`src/pixel_comp_pkg.sv`:
```
// Constants shared by the pixel compensation block.
package pixel_comp_pkg;
	localparam logic [7:0] ADDR_CTRL = 8'h00;
	localparam logic [7:0] ADDR_SETUP4 = 8'h04;
	localparam logic [7:0] ADDR_DEFAULTS = 8'h08;
	localparam logic [7:0] ADDR_CH0 = 8'h0c;
	localparam logic [7:0] ADDR_CH1 = 8'h10;
	localparam logic [7:0] ADDR_CH2 = 8'h14;
	localparam logic [7:0] ADDR_STATUS = 8'h18;
	localparam int CTRL_EN_BIT = 0;
	localparam int CTRL_OFF_INT_BIT = 1;
	localparam int CTRL_GAIN_INT_BIT = 2;
	localparam int CTRL_MODE_LSB = 3;
	localparam int SETUP4_RSP_LSB = 0;
	localparam int SETUP4_WIDE_BIT = 4;
	localparam int SETUP4_INVERT_BIT = 5;
	localparam int DEF_GAIN_LSB = 0;
	localparam int DEF_OFF_LSB = 16;
	localparam int CH_OFFSET_LSB = 0;
	localparam int CH_GAIN_LSB = 16;
	localparam int STAT_PIXEL_LSB = 0;
	localparam int STAT_SAT_BIT = 16;
	localparam int STAT_PHASE_BIT = 17;
	localparam logic [2:0] MODE_G12_O4 = 3'h0;
	localparam logic [2:0] MODE_G11_O5 = 3'h1;
	localparam logic [2:0] MODE_G10_O6 = 3'h2;
	localparam logic [2:0] MODE_G11_DV_O4 = 3'h4;
	localparam logic [2:0] MODE_G10_DV_O5 = 3'h5;
	localparam logic [2:0] MODE_RESET = 3'h0;
	localparam logic [11:0] DEF_GAIN_RESET = 12'h800;
	localparam logic [5:0] DEF_OFF_RESET = 6'h00;
	localparam logic [15:0] COEF_WORD_RESET = 16'h8000;
	localparam logic [1:0] RSP_RESET = 2'h0;
	localparam logic [3:0] RESET_SAMPLE_BASE = 4'h4;
	localparam logic [3:0] SAMPLE_COUNT_MAX = 4'hf;
	localparam logic [11:0] PIXEL_MAX = 12'hfff;
	localparam int GAIN_UNITY_SHIFT = 11;
endpackage

```
`src/comp_if.sv`:
```
// Interface between the control logic and the compensation arithmetic.
`timescale 1ns/1ps
interface comp_if;
	logic [11:0] result;
	logic [15:0] word;
	logic [2:0] mode;
	logic off_int;
	logic gain_int;
	logic [5:0] def_off;
	logic [11:0] def_gain;
	logic [11:0] value;
	logic sat;
	logic dv;
	modport ctl(output result, word, mode, off_int, gain_int, def_off,
		def_gain, input value, sat, dv);
	modport math(input result, word, mode, off_int, gain_int, def_off,
		def_gain, output value, sat, dv);
endinterface

```
`src/pixel_comp_math.sv`:
```
// Offset, clamp, gain and clamp arithmetic for one pixel.
`timescale 1ns/1ps
module pixel_comp_math (
	comp_if.math c
);
	logic [11:0] gain12;
	logic [6:0] offs7;
	logic signed [13:0] sum;
	logic [11:0] clamped;
	logic [23:0] prod;
	logic sat_off;
	localparam int GAIN_SHIFT_TOP = pixel_comp_pkg::GAIN_UNITY_SHIFT + 12;

	always_comb begin
		gain12 = c.word[15:4];
		offs7 = {{3{c.word[3]}}, c.word[3:0]};
		c.dv = 1'b1;
		case (c.mode)
		pixel_comp_pkg::MODE_G11_O5: begin
			gain12 = {c.word[15:5], 1'b0};
			offs7 = {{2{c.word[4]}}, c.word[4:0]};
		end
		pixel_comp_pkg::MODE_G10_O6: begin
			gain12 = {c.word[15:6], 2'b00};
			offs7 = {c.word[5], c.word[5:0]};
		end
		pixel_comp_pkg::MODE_G11_DV_O4: begin
			gain12 = {c.word[15:5], 1'b0};
			c.dv = c.word[4];
		end
		pixel_comp_pkg::MODE_G10_DV_O5: begin
			gain12 = {c.word[15:6], 2'b00};
			offs7 = {{2{c.word[4]}}, c.word[4:0]};
			c.dv = c.word[5];
		end
		default: begin
			gain12 = c.word[15:4];
		end
		endcase
		if (c.off_int) begin
			offs7 = {c.def_off[5], c.def_off};
		end
		if (c.gain_int) begin
			gain12 = c.def_gain;
		end
		// Offset code counts in steps of four, two's complement.
		sum = $signed({2'b00, c.result}) +
			$signed({{5{offs7[6]}}, offs7, 2'b00});
		sat_off = 1'b1;
		if (sum < 0) begin
			clamped = 12'h000;
		end else if (sum > $signed({2'b00, pixel_comp_pkg::PIXEL_MAX})) begin
			clamped = pixel_comp_pkg::PIXEL_MAX;
		end else begin
			clamped = sum[11:0];
			sat_off = 1'b0;
		end
		// Half of full gain code is unity; the fraction is dropped.
		prod = 24'(clamped) * 24'(gain12);
		if (prod[23:GAIN_SHIFT_TOP] != 1'b0) begin
			c.value = pixel_comp_pkg::PIXEL_MAX;
			c.sat = 1'b1;
		end else begin
			c.value = prod[22:11];
			c.sat = sat_off;
		end
	end

endmodule

```
`src/pixel_comp_top.sv`:
```
// Register file, sample timing and output stage of the pixel back end.
`timescale 1ns/1ps
module pixel_comp_top (
	input wire logic clk_i,
	input wire logic rst_i,
	input wire logic wb_cyc_i,
	input wire logic wb_stb_i,
	input wire logic wb_we_i,
	input wire logic [7:0] wb_adr_i,
	input wire logic [3:0] wb_sel_i,
	input wire logic [31:0] wb_dat_i,
	output logic [31:0] wb_dat_o,
	output logic wb_ack_o,
	input wire logic video_sample_pulse_i,
	input wire logic [11:0] converter_result_i,
	input wire logic converter_valid_i,
	input wire logic [7:0] coefficient_bus_i,
	input wire logic coefficient_strobe_i,
	output logic [11:0] pixel_output_bus_o,
	output logic pixel_valid_o,
	output logic saturation_flag_o,
	output logic reset_level_sample_o,
	output logic clamp_o,
	output logic [14:0] amp_gain_codes_o,
	output logic [26:0] offset_dac_codes_o
);
	logic comp_en_reg;
	logic off_int_reg;
	logic gain_int_reg;
	logic [2:0] mode_reg;
	logic [1:0] rsp_reg;
	logic wide_reg;
	logic invert_reg;
	logic [11:0] def_gain_reg;
	logic [5:0] def_off_reg;
	logic [4:0] gain_code_reg [3];
	logic [8:0] offset_code_reg [3];
	logic ack_reg;
	logic [31:0] dat_reg;
	logic [31:0] cur_word;
	logic [31:0] wr_word;
	logic [31:0] lane_mask;
	logic wr_go;
	logic [7:0] coef_hi_reg;
	logic coef_phase_reg;
	logic [15:0] coef_word_reg;
	logic [3:0] sample_cnt_reg;
	logic sample_reg;
	logic [11:0] pixel_reg;
	logic sat_reg;
	logic valid_reg;
	logic [11:0] stage_value;
	comp_if cif ();

	assign wb_dat_o = dat_reg;
	assign wb_ack_o = ack_reg;
	assign pixel_output_bus_o = pixel_reg;
	assign saturation_flag_o = sat_reg;
	assign pixel_valid_o = valid_reg;
	assign reset_level_sample_o = sample_reg;
	assign clamp_o = sample_reg;
	assign amp_gain_codes_o = {gain_code_reg[2], gain_code_reg[1],
		gain_code_reg[0]};
	assign offset_dac_codes_o = {offset_code_reg[2], offset_code_reg[1],
		offset_code_reg[0]};

	// Bus write request taken when not already answering.
	assign wr_go = wb_cyc_i && wb_stb_i && !ack_reg && wb_we_i;

	always_comb begin
		lane_mask = {{8{wb_sel_i[3]}}, {8{wb_sel_i[2]}}, {8{wb_sel_i[1]}},
			{8{wb_sel_i[0]}}};
		cur_word = 32'h0000_0000;
		case (wb_adr_i)
		pixel_comp_pkg::ADDR_CTRL: begin
			cur_word[pixel_comp_pkg::CTRL_EN_BIT] = comp_en_reg;
			cur_word[pixel_comp_pkg::CTRL_OFF_INT_BIT] = off_int_reg;
			cur_word[pixel_comp_pkg::CTRL_GAIN_INT_BIT] = gain_int_reg;
			cur_word[pixel_comp_pkg::CTRL_MODE_LSB +: 3] = mode_reg;
		end
		pixel_comp_pkg::ADDR_SETUP4: begin
			cur_word[pixel_comp_pkg::SETUP4_RSP_LSB +: 2] = rsp_reg;
			cur_word[pixel_comp_pkg::SETUP4_WIDE_BIT] = wide_reg;
			cur_word[pixel_comp_pkg::SETUP4_INVERT_BIT] = invert_reg;
		end
		pixel_comp_pkg::ADDR_DEFAULTS: begin
			cur_word[pixel_comp_pkg::DEF_GAIN_LSB +: 12] = def_gain_reg;
			cur_word[pixel_comp_pkg::DEF_OFF_LSB +: 6] = def_off_reg;
		end
		pixel_comp_pkg::ADDR_CH0: begin
			cur_word[pixel_comp_pkg::CH_OFFSET_LSB +: 9] = offset_code_reg[0];
			cur_word[pixel_comp_pkg::CH_GAIN_LSB +: 5] = gain_code_reg[0];
		end
		pixel_comp_pkg::ADDR_CH1: begin
			cur_word[pixel_comp_pkg::CH_OFFSET_LSB +: 9] = offset_code_reg[1];
			cur_word[pixel_comp_pkg::CH_GAIN_LSB +: 5] = gain_code_reg[1];
		end
		pixel_comp_pkg::ADDR_CH2: begin
			cur_word[pixel_comp_pkg::CH_OFFSET_LSB +: 9] = offset_code_reg[2];
			cur_word[pixel_comp_pkg::CH_GAIN_LSB +: 5] = gain_code_reg[2];
		end
		pixel_comp_pkg::ADDR_STATUS: begin
			cur_word[pixel_comp_pkg::STAT_PIXEL_LSB +: 12] = pixel_reg;
			cur_word[pixel_comp_pkg::STAT_SAT_BIT] = sat_reg;
			cur_word[pixel_comp_pkg::STAT_PHASE_BIT] = coef_phase_reg;
		end
		default: begin
			cur_word = 32'h0000_0000;
		end
		endcase
		wr_word = (cur_word & ~lane_mask) | (wb_dat_i & lane_mask);
	end

	// Wishbone answer, one cycle after the request is taken.
	always_ff @(posedge clk_i) begin
		if (rst_i) begin
			ack_reg <= 1'b0;
			dat_reg <= 32'h0000_0000;
		end else begin
			ack_reg <= wb_cyc_i && wb_stb_i && !ack_reg;
			if (wb_cyc_i && wb_stb_i && !ack_reg && !wb_we_i) begin
				dat_reg <= cur_word;
			end
		end
	end

	// Control and setup bits.
	always_ff @(posedge clk_i) begin
		if (rst_i) begin
			comp_en_reg <= 1'b0;
			off_int_reg <= 1'b0;
			gain_int_reg <= 1'b0;
			mode_reg <= pixel_comp_pkg::MODE_RESET;
			rsp_reg <= pixel_comp_pkg::RSP_RESET;
			wide_reg <= 1'b0;
			invert_reg <= 1'b0;
			def_gain_reg <= pixel_comp_pkg::DEF_GAIN_RESET;
			def_off_reg <= pixel_comp_pkg::DEF_OFF_RESET;
		end else if (wr_go) begin
			if (wb_adr_i == pixel_comp_pkg::ADDR_CTRL) begin
				comp_en_reg <= wr_word[pixel_comp_pkg::CTRL_EN_BIT];
				off_int_reg <= wr_word[pixel_comp_pkg::CTRL_OFF_INT_BIT];
				gain_int_reg <= wr_word[pixel_comp_pkg::CTRL_GAIN_INT_BIT];
				mode_reg <= wr_word[pixel_comp_pkg::CTRL_MODE_LSB +: 3];
			end
			if (wb_adr_i == pixel_comp_pkg::ADDR_SETUP4) begin
				rsp_reg <= wr_word[pixel_comp_pkg::SETUP4_RSP_LSB +: 2];
				wide_reg <= wr_word[pixel_comp_pkg::SETUP4_WIDE_BIT];
				invert_reg <= wr_word[pixel_comp_pkg::SETUP4_INVERT_BIT];
			end
			if (wb_adr_i == pixel_comp_pkg::ADDR_DEFAULTS) begin
				def_gain_reg <= wr_word[pixel_comp_pkg::DEF_GAIN_LSB +: 12];
				def_off_reg <= wr_word[pixel_comp_pkg::DEF_OFF_LSB +: 6];
			end
		end
	end

	// Per channel amplifier gain and offset codes.
	always_ff @(posedge clk_i) begin
		if (rst_i) begin
			for (int i = 0; i < 3; i++) begin
				gain_code_reg[i] <= 5'h00;
				offset_code_reg[i] <= 9'h000;
			end
		end else if (wr_go) begin
			for (int i = 0; i < 3; i++) begin
				if (wb_adr_i == 8'(pixel_comp_pkg::ADDR_CH0 + 8'(4 * i))) begin
					gain_code_reg[i] <=
						wr_word[pixel_comp_pkg::CH_GAIN_LSB +: 5];
					offset_code_reg[i] <=
						wr_word[pixel_comp_pkg::CH_OFFSET_LSB +: 9];
				end
			end
		end
	end

	// Coefficient bytes: first byte is the high half of the word.
	always_ff @(posedge clk_i) begin
		if (rst_i) begin
			coef_hi_reg <= 8'h00;
			coef_phase_reg <= 1'b0;
			coef_word_reg <= pixel_comp_pkg::COEF_WORD_RESET;
		end else if (coefficient_strobe_i) begin
			if (!coef_phase_reg) begin
				coef_hi_reg <= coefficient_bus_i;
				coef_phase_reg <= 1'b1;
			end else begin
				coef_word_reg <= {coef_hi_reg, coefficient_bus_i};
				coef_phase_reg <= 1'b0;
			end
		end
	end

	// Reset sample and clamp timing counted from the sample pulse.
	always_ff @(posedge clk_i) begin
		if (rst_i) begin
			sample_cnt_reg <= 4'h0;
			sample_reg <= 1'b0;
		end else begin
			if (video_sample_pulse_i) begin
				sample_cnt_reg <= 4'h1;
			end else if (sample_cnt_reg != 4'h0 &&
				sample_cnt_reg != pixel_comp_pkg::SAMPLE_COUNT_MAX) begin
				sample_cnt_reg <= sample_cnt_reg + 4'h1;
			end
			sample_reg <= (sample_cnt_reg == 4'(pixel_comp_pkg::RESET_SAMPLE_BASE
				+ {2'b00, rsp_reg}));
		end
	end

	assign cif.result = converter_result_i;
	assign cif.word = coef_word_reg;
	assign cif.mode = mode_reg;
	assign cif.off_int = off_int_reg;
	assign cif.gain_int = gain_int_reg;
	assign cif.def_off = def_off_reg;
	assign cif.def_gain = def_gain_reg;

	pixel_comp_math u_math (
		.c(cif.math)
	);

	always_comb begin
		stage_value = comp_en_reg ? cif.value : converter_result_i;
		if (invert_reg) begin
			stage_value = ~stage_value;
		end
	end

	// Output stage: pixel, flag and valid leave together.
	always_ff @(posedge clk_i) begin
		if (rst_i) begin
			pixel_reg <= 12'h000;
			sat_reg <= 1'b0;
			valid_reg <= 1'b0;
		end else begin
			valid_reg <= converter_valid_i &&
				(!comp_en_reg || !mode_reg[2] || cif.dv);
			if (converter_valid_i) begin
				pixel_reg <= wide_reg ? stage_value :
					{2'b00, stage_value[11:2]};
				sat_reg <= comp_en_reg && cif.sat;
			end
		end
	end
endmodule

```
`config.mk`:
```
export PLATFORM = sky130hd
export DESIGN_NAME = pixel_comp_top
export DESIGN_NICKNAME = d
export VERILOG_FILES = /design/src/pixel_comp_pkg.sv /design/src/comp_if.sv /design/src/pixel_comp_math.sv /design/src/pixel_comp_top.sv
export SDC_FILE = /design/constraint.sdc
export NUM_CORES = 1
export LEC_CHECK = 0
export ABC_CLOCK_PERIOD_IN_PS = 12000
export CAP_MARGIN = 25
export CORE_ASPECT_RATIO = 1.4
export CORE_MARGIN = 8
export CORE_UTILIZATION = 40
export CTS_CLUSTER_DIAMETER = 60
export DETAILED_ROUTE_END_ITERATION = 8
export DONT_BUFFER_PORTS = 1
export PLACE_DENSITY_LB_ADDON = 0.1
export SYNTH_ARGS = -nofsm -noshare
export SYNTH_HDL_FRONTEND = slang
export SYNTH_SLANG_ARGS = --single-unit
```
`constraint.sdc`:
```
create_clock -name clk_i -period 12 [get_ports clk_i]
set_input_delay 0.6 -clock clk_i [delete_from_list [all_inputs] [get_ports clk_i]]
set_output_delay 0.6 -clock clk_i [all_outputs]
set_load 0.02 [all_outputs]
```
[Word-level counts from Yosys, hierarchy flattened]
Memory sizes are Yosys's and may differ from the RTL's.
Index checks and enable logic that the tools add are counted.
Operators by class
  reductions and logical operators: 25
  $lt $le $gt $ge: 2
  $mul: 1
  muxes and demuxes: 45
  equality and inequality tests: 12
  $add $sub $neg: 3
  bitwise logic cells: 12
Operators by type and width (count)
  12-bit two-way mux: 7
  22-bit bitwise AND: 2
  2-bit one-hot mux with 7 select lines: 2
  9-bit two-way mux: 3
  8-bit by 5-bit equality test with 1-bit output, second input constant: 3
  12-bit by 12-bit multiplier with 24-bit output: 1
  22-bit inverter: 1
  22-bit OR: 1
  1-bit two-way mux: 21
  8-bit by 4-bit equality test with 1-bit output, second input constant: 2
  5-bit two-way mux: 3
  3-bit one-hot mux with 5 select lines: 1
  13-bit by 9-bit adder with 14-bit output: 1
  14-bit by 13-bit > comparator with 1-bit output, second input constant: 1
  14-bit by 1-bit < comparator with 1-bit output, second input constant: 1
  7-bit one-hot mux with 2 select lines: 1
  12-bit inverter: 1
  2-bit one-hot mux with 6 select lines: 1
  3-bit one-hot mux with 4 select lines: 1
  2-bit one-hot mux with 5 select lines: 1
  2-bit AND reduction: 5
  8-bit by 3-bit equality test with 1-bit output, second input constant: 1
  8-bit zero test: 1
  2-bit OR reduction: 4
  other kinds (18): 34
Word-level totals
  output and inout port bits: 91
  bits in writable memories: 42
  input bits: 72
  bits in registers: 91
  memories: 2
  logic and storage cells: 122
Memory list
  offset_code_reg: depth 3, width 9, rd ports 3, clocked after Yosys merged registers in 0, write ports 3, line pixel_comp_top.sv:37  | logic [8:0] offset_code_reg [3];
  gain_code_reg: depth 3, width 5, rd ports 3, clocked after Yosys merged registers in 0, write ports 3, line pixel_comp_top.sv:36  | logic [4:0] gain_code_reg [3];

[Depth between registers and ports, before layout]
Gate-level depths: netlist of run 1.
  depth in word-level cells: 14
  depth in mapped cells: 37
  gate-level depth less buffers: 34

[Hierarchy]
From an unflattened synthesis of run 1, not the netlist that was laid out.
Unflattened totals
  cells, all modules: 1299
  area, all modules: 11683.7 µm²
By module, submodules not included
  pixel_comp_top: cells an instance 643, area each 6198.4 µm², times used 1, seq. area each 3083.0 µm²
  pixel_comp_math: cells an instance 656, area each 5485.3 µm², times used 1, seq. area each 0.0 µm²

[Least setup slack after synthesis of run 1]
No wires, ideal clock.
  path type: reg-to-reg
  start point: register mode_reg[0] (netlist: cif.mode[0])
  end point: register pixel_reg[7] (netlist: pixel_output_bus_o[7])
  arrival: 9158 ps
  required time: 11931 ps
  path buffers: 3
  slack: 2773 ps
  library setup time: 69 ps
  cell stages (with the launch flop): 34
  period minus slack after synthesis: 9227 ps
  cells stage by stage: dfxtp_1 -> clkbuf_1 -> o31ai_1 -> o31ai_2 -> ha_1 -> and3_1 -> a221o_1 -> a211oi_4 -> xnor2_1 -> clkbuf_1 -> buf_1 -> nor2_1 -> nor2_1 -> nand2_1 -> fa_1 -> fa_1 -> inv_1 -> fa_1 -> fa_1 -> inv_1 -> fa_1 -> inv_1 -> ha_1 -> a21o_1 -> a21o_1 -> a221oi_1 -> a211oi_1 -> a2111oi_0 -> a31oi_1 -> nand3_1 -> o21ba_1 -> o211ai_1 -> mux2_1 -> o21ai_1
Between the ends
  word-level cells in the longest chain between the ends: 14
  elaborated cells between the ends (all ways): 22
  classes of those cells: 1 x add/sub; 1 x mul; 2 x order compare; 4 x eq/ne; 10 x mux; 1 x bitwise; 3 x reduce/logical
RTL lines
  from (decl): line pixel_comp_top.sv:30  | logic [2:0] mode_reg;
  from (signal assigned): line pixel_comp_top.sv:133  | mode_reg <= pixel_comp_pkg::MODE_RESET;
  from (signal assigned): line pixel_comp_top.sv:144  | mode_reg <= wr_word[pixel_comp_pkg::CTRL_MODE_LSB +: 3];
  3-bit by 1-bit equality test with 1-bit output or 3-bit equality test (tied branches): line pixel_comp_math.sv:18  | case (c.mode)
  2-bit OR reduction (no source line)
  7-bit one-hot mux with 2 select lines: line pixel_comp_math.sv:18
  7-bit two-way mux: line pixel_comp_math.sv:40  | if (c.off_int) begin
  13-bit by 9-bit adder with 14-bit output: line pixel_comp_math.sv:47  | sum = $signed({2'b00, c.result}) +
  14-bit by 13-bit > comparator with 1-bit output: line pixel_comp_math.sv:52  | end else if (sum > $signed({2'b00, pixel_comp_pkg::PIXEL_MAX})) begin
  12-bit two-way mux: line pixel_comp_math.sv:52
  12-bit two-way mux: line pixel_comp_math.sv:50  | if (sum < 0) begin
  12-bit by 12-bit multiplier with 24-bit output (*): line pixel_comp_math.sv:59  | prod = 24'(clamped) * 24'(gain12);
  12-bit two-way mux (*): line pixel_comp_math.sv:60  | if (prod[23:GAIN_SHIFT_TOP] != 1'b0) begin
  12-bit two-way mux (*): line pixel_comp_top.sv:224  | stage_value = comp_en_reg ? cif.value : converter_result_i;
  12-bit inverter: line pixel_comp_top.sv:226  | stage_value = ~stage_value;
  12-bit two-way mux (*): line pixel_comp_top.sv:225  | if (invert_reg) begin
  12-bit two-way mux (*): line pixel_comp_top.sv:240  | pixel_reg <= wide_reg ? stage_value :
  to (signal assigned): line pixel_comp_top.sv:240
  to (decl): line pixel_comp_top.sv:49  | logic [11:0] pixel_reg;
Every way passes the cells marked *; elsewhere a longest branch is shown, timed or not.
A chain may end at the register's enable or synchronous reset.

[Final worst setup path of run 1]
  start point: register mode_reg[1] (netlist: cif.mode[1])
  end point: register pixel_reg[3] (netlist: pixel_output_bus_o[3])
Same word-level chain as after synthesis.

==> results of run 1 <==
-- layout make-up --
type / count / area [sq um] / share of cell area (%)
Timing Repair Buffer: 14 / 145.1 / 1.150
Clock inverter: 10 / 116.4 / 0.9217
Tap cell: 380 / 475.5 / 3.766
Inverter: 141 / 529.3 / 4.192
Multi-Input combinational cell: 1047 / 7779 / 61.62
Clock buffer: 22 / 496.7 / 3.935
Sequential cell: 133 / 3083 / 24.42
-- synthesized netlist by cell type (4+ instances only) --
cell type / count
nand2_1: 193
nor2_1: 189
inv_1: 140
fa_1: 100
a21oi_1: 94
dfxtp_1: 91
ha_1: 72
clkbuf_1: 58
edfxtp_1: 42
mux2i_1: 38
nor3_1: 33
xnor2_1: 25
o21ai_1: 23
a22oi_1: 19
nand3_1: 19
a21o_1: 17
mux2_2: 17
o21ai_0: 16
and2_1: 15
buf_4: 15
nor2b_1: 15
o211ai_1: 14
a211oi_1: 11
nand2b_1: 9
nand4_1: 8
xor2_1: 7
a222oi_1: 6
nor3b_1: 6
a221oi_1: 5
and3_1: 5
buf_1: 5
o21a_1: 5
or3_1: 5
a2111oi_0: 4
mux2_1: 4
nand3b_1: 4
-- cell usage in the layout (no fill, tap or decap), types with 7 or more instances in the layout --
master and n:
mux2i_1 38, conb_1 14, inv_1 140, buf_4 12, ha_1 72, o211ai_1 14
nor2_1 189, and2_1 15, dfxtp_1 91, a21oi_1 94, xor2_1 7, a211oi_1 11
a21o_1 17, nand2b_1 9, o21ai_1 23, nor3_1 33, mux2_2 17, xnor2_1 25
nor2b_1 15, a22oi_1 19, fa_1 100, clkbuf_16 19, nand2_1 193, nand3_1 19
o21ai_0 16, edfxtp_1 42, nand4_1 8
-- worst max-delay path by stage --
stage / cells past startpoint / slack [ns] / endpoint / startpoint
2_1_floorplan: 33 / 2.77 / pixel_output_bus_o[7] / cif.mode[0]
3_3_place_gp: 32 / 1.19 / pixel_output_bus_o[3] / cif.mode[1]
3_5_place_dp: 32 / 1.03 / pixel_output_bus_o[3] / cif.mode[1]
4_1_cts: 32 / 1.02 / pixel_output_bus_o[3] / cif.mode[1]
5_1_grt: 32 / 0.28 / pixel_output_bus_o[3] / cif.mode[1]
6_report: 32 / 1.06 / pixel_output_bus_o[3] / cif.mode[1]
-- per-layer routing --
layer  global-route usage, %  vias up  wire (microns)
met1                   22.57     4724           14080
met3                   5.084       49            2325
met4                   7.370        0            1075
met2                   41.05      252           20390
li1                        -     4586               -
met5                       0        -               0
-- where the power goes --
part | internal, W | switching, W | leakage, nW | total [W]
combinational | 0.000102 | 0.000189 | 4.00 | 0.000291
clock | 0.000336 | 0.000196 | 0.301 | 0.000533
sequential | 0.000478 | 0.0000271 | 1.16 | 0.000505
total | 0.000916 | 0.000412 | 5.47 | 0.00133
-- cell families after synthesis --
group | synth area share, %
and+or+nand+nor | 19.01
other | 0.03207
muxes | 5.275
xor gates and xnor gates | 2.397
adders and majority gates | 24.82
DFF | 26.36
AOI/OAI and AO/OA | 14.50
buffers and inverters | 7.597
-- critical path, delay by kind of cell, from the launching register on --
kind            cells  cell delay [ns]
xor+xnor            2             0.55
flops               1             0.53
simple gates        8             2.10
compound gates     11             3.69
fa+ha+maj           7             3.46
buf+inv             4             0.48
-- metrics by stage --
stage / instance area (sq um) / utilization (%)
after floorplan: 11740 / -
after global placement: 11960 / 41.26
after detailed placement: 11960 / 41.26
after CTS: 12570 / 43.37
after global routing: 12620 / 43.56
final: 12620 / 43.56
==> flow_metrics.tcl, run 1 <==
set metrics [dict create \
    status "finished, final reports clean" \
    power.density_cell_area_mw_per_mm2 105.3 \
    dominantRegCellSynth "dfxtp_1" \
    syn_avg_cell_area_sq_um 8.425 \
    die_h_microns 218.3 \
    synth_top_cell_by_area "fa_1" \
    drc_errors 0 \
    dpl_wire_length_mm 30.71 \
    pin_count 163 \
    whs_ns 0.2523 \
    initial_core_util_pct 40.35 \
    pin_count_of_the_biggest_net_entering_global_routing 88 \
    reg2reg_from "cif.mode[1]" \
    worstHoldStart "video_sample_pulse_i" \
    global_route_usage_sum_pct 21.51 \
    timing.critical_path.from_type "flop" \
    max-clock-path-buffers 2 \
    synth_cells 1388 \
    synth.yosys.seq_area_share_pct 26.36 \
    viasPerCell 5.501 \
    finalHoldViolCount 0 \
    timing.setup.critical_path_class "reg -> reg" \
    setup_tns_ns 0 \
    tritoncts "done" \
    grt_pass1_wl_mm 57.93 \
    cell_chosen_for_the_clock_root "clkbuf_16" \
    floorplan.core_area_sq_mm 0.02898 \
    timing_max_transition_violations_final 0 \
    design.die.area_sq_mm 0.03504 \
    count_of_cells_resized_by_post_cts_repair 0 \
    layout_setup_ws_ns 1.057 \
    worstReg2RegEnd "pixel_output_bus_o[3]" \
    finalNonFillerCells 1747 \
    clkLatencyLatePin_ns 0.42 \
    arrival_time_of_the_worst_setup_path_ns 11.24 \
    synthesis.yosys.warnings 0 \
    cp_slowest_stage_delay_ns 0.87 \
    max_slew_margin_pct 30.80 \
    fmax_achieved_mhz 91.39 \
    number_of_global_route_vias_before_repair 9618 \
    drt-initial-drc-count 609 \
    die_width_microns 160.5 \
    layout_worst_path_cycle_share_pct 91.19 \
    gp_congestion 0.8769 \
    flip_flop_and_latch_count_after_synthesis 133 \
    largest_register_ffs 27 \
    worst_setup_skew_after_layout_ns 0.008863 \
    clkSinkCount 133 \
    cts_hold_buf 0 \
    via_count 9611 \
    required_ns 12.30 \
    cts_post_setup_buffers_inserted 0 \
    antenna_cells 0 \
    path_clk_slew_ns 0.06 \
    finalNetCount 1598 \
    setup.reg_to_reg.worst_slack_ns 1.06 \
    num-fill-cells 2946 \
    rows 74 \
    dr.pass1.iters 6 \
    drive_above_1_share_pct 5.121 \
    worst_min_delay_path_class "in -> reg" \
    timing.max_cap.violations 0 \
    worst-r2r-cell-count 32 \
    yosys.cell_types.count 72 \
    path_common_cell "fa_1" \
    yosysTopAreaCellShare_pct 17.12 \
    total_power_w 0.001329 \
    syn_area_sq_mm 0.01169 \
    critical_path.max_fanout 14 \
    timing.critical_path.to_type "flop" \
    globalRoute.totalOverflow 0 \
    wl_per_cell_microns 21.68 \
    setup_repair_after_global_routing_missed_its_margin "false" \
    hold-path-cell-count 1 \
    areaGrowthSynthToFinish_pct 7.961 \
    synth_enable_flop_cells 42 \
    ys_async_sr_fraction_pct 0 \
    final_report_setup_violation_count 0 \
    numPortBuffers 0 \
    final_wirelength_mm 37.87 \
    whs_endpoint "sample_cnt_reg[3]" \
    period_minus_slack_ns 10.94 \
    initial_antenna_violation_count 0 \
    cts-htree-levels 4 \
    antenna_violating_nets_post_route 0 \
    dp_cells 1713 \
    post-place-ws_ns 1.033 \
    power.static_leakage_nw 5.470 \
    cts-buffers-inserted 17 \
    crit_slowest_cell "o31ai_2" \
    most_area_consuming_cells_after_synthesis "fa_1 17%, dfxtp_1 16%, edfxtp_1 11%, ha_1 7.7%, nand2_1 6.2%" \
    irDropWorstVdd_uv 197.2 \
    max_slew.worst_pin.slew_ns 1.032 \
]
Note: power is estimated with default switching activity, not from simulation.
==> run 2, diff against run 1 <==
--- a/config.mk
+++ b/config.mk
@@ -9,7 +9,7 @@
 export CAP_MARGIN = 25
 export CORE_ASPECT_RATIO = 1.4
 export CORE_MARGIN = 8
-export CORE_UTILIZATION = 40
+export CORE_UTILIZATION = 46
 export CTS_CLUSTER_DIAMETER = 60
 export DETAILED_ROUTE_END_ITERATION = 8
 export DONT_BUFFER_PORTS = 1
==> run 2 against run 1 <==
  * Critical path depth shrank 1
  * Clock power shrank 6.2%
  * Critical path type unchanged
  * Core utilization grew 6.1 points
  * Die area shrank 12%
  * Non-clock buffer count grew 1
  * Largest power group is now sequential cells
  * Worst setup slack gained 0.63 ns
==> flow_metrics.tcl, run 2 (synthesis results as in run 1) <==
set metrics [dict create \
    status "finished, final reports clean" \
    finalHoldViolCount 0 \
    largest_register_ffs 27 \
    antenna_violating_nets_post_route 0 \
    die_h_microns 204.7 \
    arrival_time_of_the_worst_setup_path_ns 10.61 \
    path_buf_inv 4 \
    clkSinkCount 133 \
    tritoncts "done" \
    grt_pass1_wl_mm 56.03 \
    setup_repair_after_global_routing_missed_its_margin "false" \
    worst-r2r-cell-count 31 \
    antenna_cells 0 \
    power.static_leakage_nw 5.453 \
    timing.setup.critical_path_class "reg -> reg" \
    die_width_microns 150.8 \
    hold-path-cell-count 1 \
    pin_count 163 \
    worst_setup_skew_after_layout_ns 0.009483 \
    final_cell_mix "193 x nand2_1, 189 x nor2_1, 140 x inv_1, 100 x fa_1, 94 x a21oi_1" \
    initial_antenna_violation_count 0 \
    timing.critical_path.from_type "flop" \
    rows 69 \
    initial_core_util_pct 46.39 \
    count_of_cells_resized_by_post_cts_repair 0 \
    drive_above_1_share_pct 5.044 \
    cts-htree-levels 4 \
    cts_hold_buf 0 \
    max-clock-path-buffers 2 \
    number_of_global_route_vias_before_repair 9719 \
    dpl_wire_length_mm 29.28 \
    final_report_setup_violation_count 0 \
    max_slew_margin_pct 38.47 \
    finalNetCount 1599 \
    cts_post_setup_buffers_inserted 0 \
    dr.pass1.iters 7 \
    required_ns 12.30 \
    via_count 9614 \
    worst_min_delay_path_class "in -> reg" \
    setup_tns_ns 0 \
    power.density_cell_area_mw_per_mm2 103.6 \
    design.die.area_sq_mm 0.03085 \
    viasPerCell 5.699 \
    period_minus_slack_ns 10.32 \
    global_route_usage_sum_pct 23.78 \
    final_wirelength_mm 36.25 \
    areaGrowthSynthToFinish_pct 7.040 \
    cts-buffers-inserted 17 \
    max_slew.worst_pin.slew_ns 0.9230 \
    layout_worst_path_cycle_share_pct 85.96 \
    timing.critical_path.to_type "flop" \
    globalRoute.totalOverflow 0 \
    final_instance_area_sq_mm 0.01252 \
    critical_path.max_fanout 19 \
    most_common_cell_after_layout_fill_and_taps_aside "nand2_1" \
    critical_path.top_delay_family "adder cells" \
    cp_slowest_stage_delay_ns 0.70 \
    timing_max_transition_violations_final 0 \
    clkLatencyLatePin_ns 0.42 \
    total_number_of_cells_along_the_worst_setup_path 31 \
    drc_errors 0 \
    drt-initial-drc-count 568 \
    pin_count_of_the_biggest_net_entering_global_routing 88 \
    detailed_place.area_sq_mm 0.01188 \
    crit_slowest_cell "dfxtp_1" \
    gp_congestion 0.8848 \
    timing.max_cap.violations 0 \
    floorplan.core_area_sq_mm 0.02521 \
    irDropWorstVdd_uv 129.6 \
    path_clk_slew_ns 0.06 \
    fmax_achieved_mhz 96.94 \
    numPortBuffers 0 \
    wl_per_cell_microns 21.49 \
    cell_chosen_for_the_clock_root "clkbuf_16" \
    path_common_cell "fa_1" \
]
run 2: metal layers:
metal	routed length (microns)	vias up	global-route usage, %
met3	2422	74	6.167
met2	19050	294	42.54
li1	-	4580	-
met1	13140	4666	25.16
met4	1642	0	11.91
met5	0	-	0
run 2: final timing paths:
check                       start               endpoint  slack [ns]
max                   cif.off_int  pixel_output_bus_o[3]        1.68
min          video_sample_pulse_i      sample_cnt_reg[3]        0.25
min reg2reg        coef_hi_reg[4]           cif.word[12]        0.45
max reg2reg           cif.off_int  pixel_output_bus_o[3]        1.68
run 2: per-stage QoR:
stage	setup WS, ns	utilization [%]	instances	hold WS [ns]	total power, W
2_1_floorplan	2.773	-	1401	0.4321	0.0007252
3_3_place_gp	1.552	47.13	1652	0.4358	0.0008021
3_5_place_dp	1.395	47.13	1652	0.4411	0.0008053
4_1_cts	1.340	49.40	1684	0.2365	0.001306
5_1_grt	1.042	49.65	1687	0.2407	0.001360
6_report	1.684	49.65	1687	0.2486	0.001297
run 2: area by class of cell:
type	count	area, sq um
Fill cell	2483	12690
Inverter	141	529.3
Multi-Input combinational cell	1047	7779
Timing Repair Buffer	15	152.6
Sequential cell	133	3083
Clock inverter	7	67.56
Clock buffer	25	506.7
Tap cell	319	399.1
run 2: where the power goes:
group,switching [W],total (W),internal (W)
clock,0.000187,0.000500,0.000313
sequential,0.0000268,0.000505,0.000478
combinational,0.000189,0.000292,0.000103
==> run 3, diff against run 2 <==
--- a/config.mk
+++ b/config.mk
@@ -5,6 +5,7 @@
 export SDC_FILE = /design/constraint.sdc
 export NUM_CORES = 1
 export LEC_CHECK = 0
+export ABC_AREA = 1
 export ABC_CLOCK_PERIOD_IN_PS = 12000
 export CAP_MARGIN = 25
 export CORE_ASPECT_RATIO = 1.4
==> run 3 against run 2 <==
  * Core utilization increased by 0.61 points
  * Sequential share of layout area increased by 0.32 points
  * Register-to-register slack improved by 2.0 ns
  * Worst hold slack improved by 0.012 ns
  * Highest routed layer unchanged
  * Clock skew decreased by 0.0024 ns
  * Maximum frequency increased by 25%
  * Final area decreased by 1.3%
==> flow_metrics.tcl, run 3 <==
set metrics [dict create \
    globalRoute.totalOverflow 0 \
    cts_post_setup_buffers_inserted 0 \
    areaGrowthSynthToFinish_pct 8.087 \
    layout_worst_path_cycle_share_pct 68.99 \
    timing.max_cap.violations 0 \
    tritoncts "done" \
    viasPerCell 5.383 \
    initial_core_util_pct 46.50 \
    via_count 9818 \
    gp_congestion 0.9201 \
    max_slew.worst_pin.slew_ns 1.070 \
    max_slew_margin_pct 28.20 \
    critical_path.top_delay_family "adder cells" \
    pin_count_of_the_biggest_net_entering_global_routing 49 \
    worstHoldStart "rst_i" \
    worst_min_delay_path_class "in -> reg" \
    arrival_time_of_the_worst_setup_path_ns 8.58 \
    timing.setup.critical_path_class "reg -> reg" \
    worstReg2RegEnd "pixel_output_bus_o[8]" \
    pin_count 163 \
    most_common_cell_after_layout_fill_and_taps_aside "nand2_1" \
    timing.critical_path.from_type "flop" \
    wl_per_cell_microns 19.77 \
    grt_pass1_wl_mm 56.33 \
    final_cell_mix "304 x nand2_1, 254 x inv_1, 167 x nor2_1, 105 x o21ai_0, 100 x fa_1" \
    cts_hold_buf 0 \
    drive_above_1_share_pct 5.637 \
    cp_slowest_stage_delay_ns 0.61 \
    design.die.area_sq_mm 0.03023 \
    clkLatencyLatePin_ns 0.41 \
    crit_slowest_cell "fa_1" \
    yosysTopAreaCellShare_pct 17.51 \
    rows 68 \
    reg2reg_from "cif.mode[2]" \
    synthesis.yosys.warnings 0 \
    timing.critical_path.to_type "flop" \
    irDropWorstVdd_uv 179.9 \
    yosys.cell_types.count 47 \
    cts-htree-levels 4 \
    worst_setup_skew_after_layout_ns 0.007068 \
    flip_flop_and_latch_count_after_synthesis 133 \
    power.density_cell_area_mw_per_mm2 147.5 \
    dominantRegCellSynth "dfxtp_1" \
    total_power_w 0.001823 \
    global_route_usage_sum_pct 24.45 \
    largest_register_ffs 27 \
    synthMostInstantiatedCell "nand2_1" \
    period_minus_slack_ns 8.278 \
    count_of_cells_resized_by_post_cts_repair 0 \
    numPortBuffers 0 \
    syn_area_sq_mm 0.01143 \
    clkSinkCount 133 \
    synth_enable_flop_cells 42 \
    crit_path_start "cif.mode[2]" \
    antenna_violating_nets_post_route 0 \
    critical_path.max_fanout 12 \
    max-clock-path-buffers 2 \
    initial_antenna_violation_count 0 \
    timing_max_transition_violations_final 0 \
    status "finished, final reports clean" \
    ys_async_sr_fraction_pct 0 \
    setup_tns_ns 0 \
    required_ns 12.30 \
    finalHoldViolCount 0 \
    die_width_microns 149.2 \
    cts-buffers-inserted 17 \
    final_wirelength_mm 36.07 \
    whs_ns 0.2606 \
    dr.pass1.iters 5 \
    drt-initial-drc-count 733 \
    setup.reg_to_reg.worst_slack_ns 3.72 \
    power.static_leakage_nw 5.905 \
    path_common_cell "nand2_1" \
    area_of_combinational_cells_with_multiple_inputs_sq_mm 0.007159 \
    path_clk_slew_ns 0.06 \
    drc_errors 0 \
    setup_repair_after_global_routing_missed_its_margin "false" \
    finalNetCount 1739 \
    final_report_setup_violation_count 0 \
    ff_latch_area_sq_mm 0.003083 \
    synth.yosys.seq_area_share_pct 26.96 \
    worst-r2r-cell-count 43 \
    fmax_achieved_mhz 120.8 \
    final_cell_utilization_of_the_core_pct 50.26 \
    path_buf_inv 7 \
    synth_top_cells_by_count "304 x nand2_1, 255 x inv_1, 168 x nor2_1" \
    cell_chosen_for_the_clock_root "clkbuf_16" \
    num-fill-cells 2484 \
    most_area_consuming_cells_after_synthesis "fa_1 18%, dfxtp_1 16%, edfxtp_1 11%, nand2_1 10%, inv_1 8.4%" \
    synth_top_cell_by_area "fa_1" \
    synth_cells 1504 \
    dpl_wire_length_mm 29.71 \
    whs_endpoint "pixel_output_bus_o[6]" \
    floorplan.core_area_sq_mm 0.02459 \
    syn_avg_cell_area_sq_um 7.602 \
    number_of_global_route_vias_before_repair 10120 \
    die_h_microns 202.5 \
    hold-path-cell-count 1 \
]
-- run 3: metal layers --
metal  wire length, microns  track usage [%]
met1                  12330            23.93
met2                  19360            45.51
met3                   2169            5.481
met4                   2214            14.72
met5                      0                0
-- run 3: layout make-up --
class	instances	area share (%)
clock inverter	5	0.4252
timing repair buffer	14	0.8505
inverter	261	7.928
multi-input combinational	1068	57.93
sequential	133	24.95
antenna	1	0.02025
clock buffer	27	4.708
tap	315	3.189
-- run 3: how the worst max path moves through the flow --
stage | slack [ns] | depth (start not counted) | end
after floorplan | 4.91 | 45 | pixel_output_bus_o[6]
after global placement | 3.75 | 43 | pixel_output_bus_o[6]
after detailed placement | 3.69 | 41 | pixel_output_bus_o[8]
after CTS | 3.65 | 41 | pixel_output_bus_o[8]
after global routing | 2.96 | 42 | pixel_output_bus_o[8]
final | 3.72 | 43 | pixel_output_bus_o[8]
-- run 3: worst register-to-register path: cells and delay by family (launching register included) --
| family | cells | cell delay (ns) |
|---|---|---|
| fa+ha+maj | 7 | 3.39 |
| buf+inv | 7 | 0.86 |
| flops | 1 | 0.32 |
| compound gates | 5 | 0.77 |
| simple gates | 24 | 2.84 |
-- run 3: cell families after synthesis --
family | count (synthesis) | share of synthesized area [%]
flops | 133 | 26.96
fa+ha+maj | 172 | 25.39
xor+xnor | 17 | 1.302
buf+inv | 316 | 10.94
mux | 8 | 0.7004
other cells | 1 | 0.03280
compound gates | 249 | 12.27
simple gates | 608 | 22.40
-- run 3: power breakdown --
group / internal [W] / total, W / switching [W]
clock: 0.000353 / 0.000541 / 0.000188
combinational: 0.000264 / 0.000776 / 0.000511
sequential: 0.000481 / 0.000507 / 0.0000258
-- run 3: metrics by stage --
stage / instances / worst slack, ns / cell area (sq um)
after floorplan: 1517 / 4.906 / 11480
after global placement: 1790 / 3.751 / 11710
after detailed placement: 1790 / 3.686 / 11710
after CTS: 1822 / 3.654 / 12350
after global routing: 1823 / 2.963 / 12360
final: 1824 / 3.722 / 12360
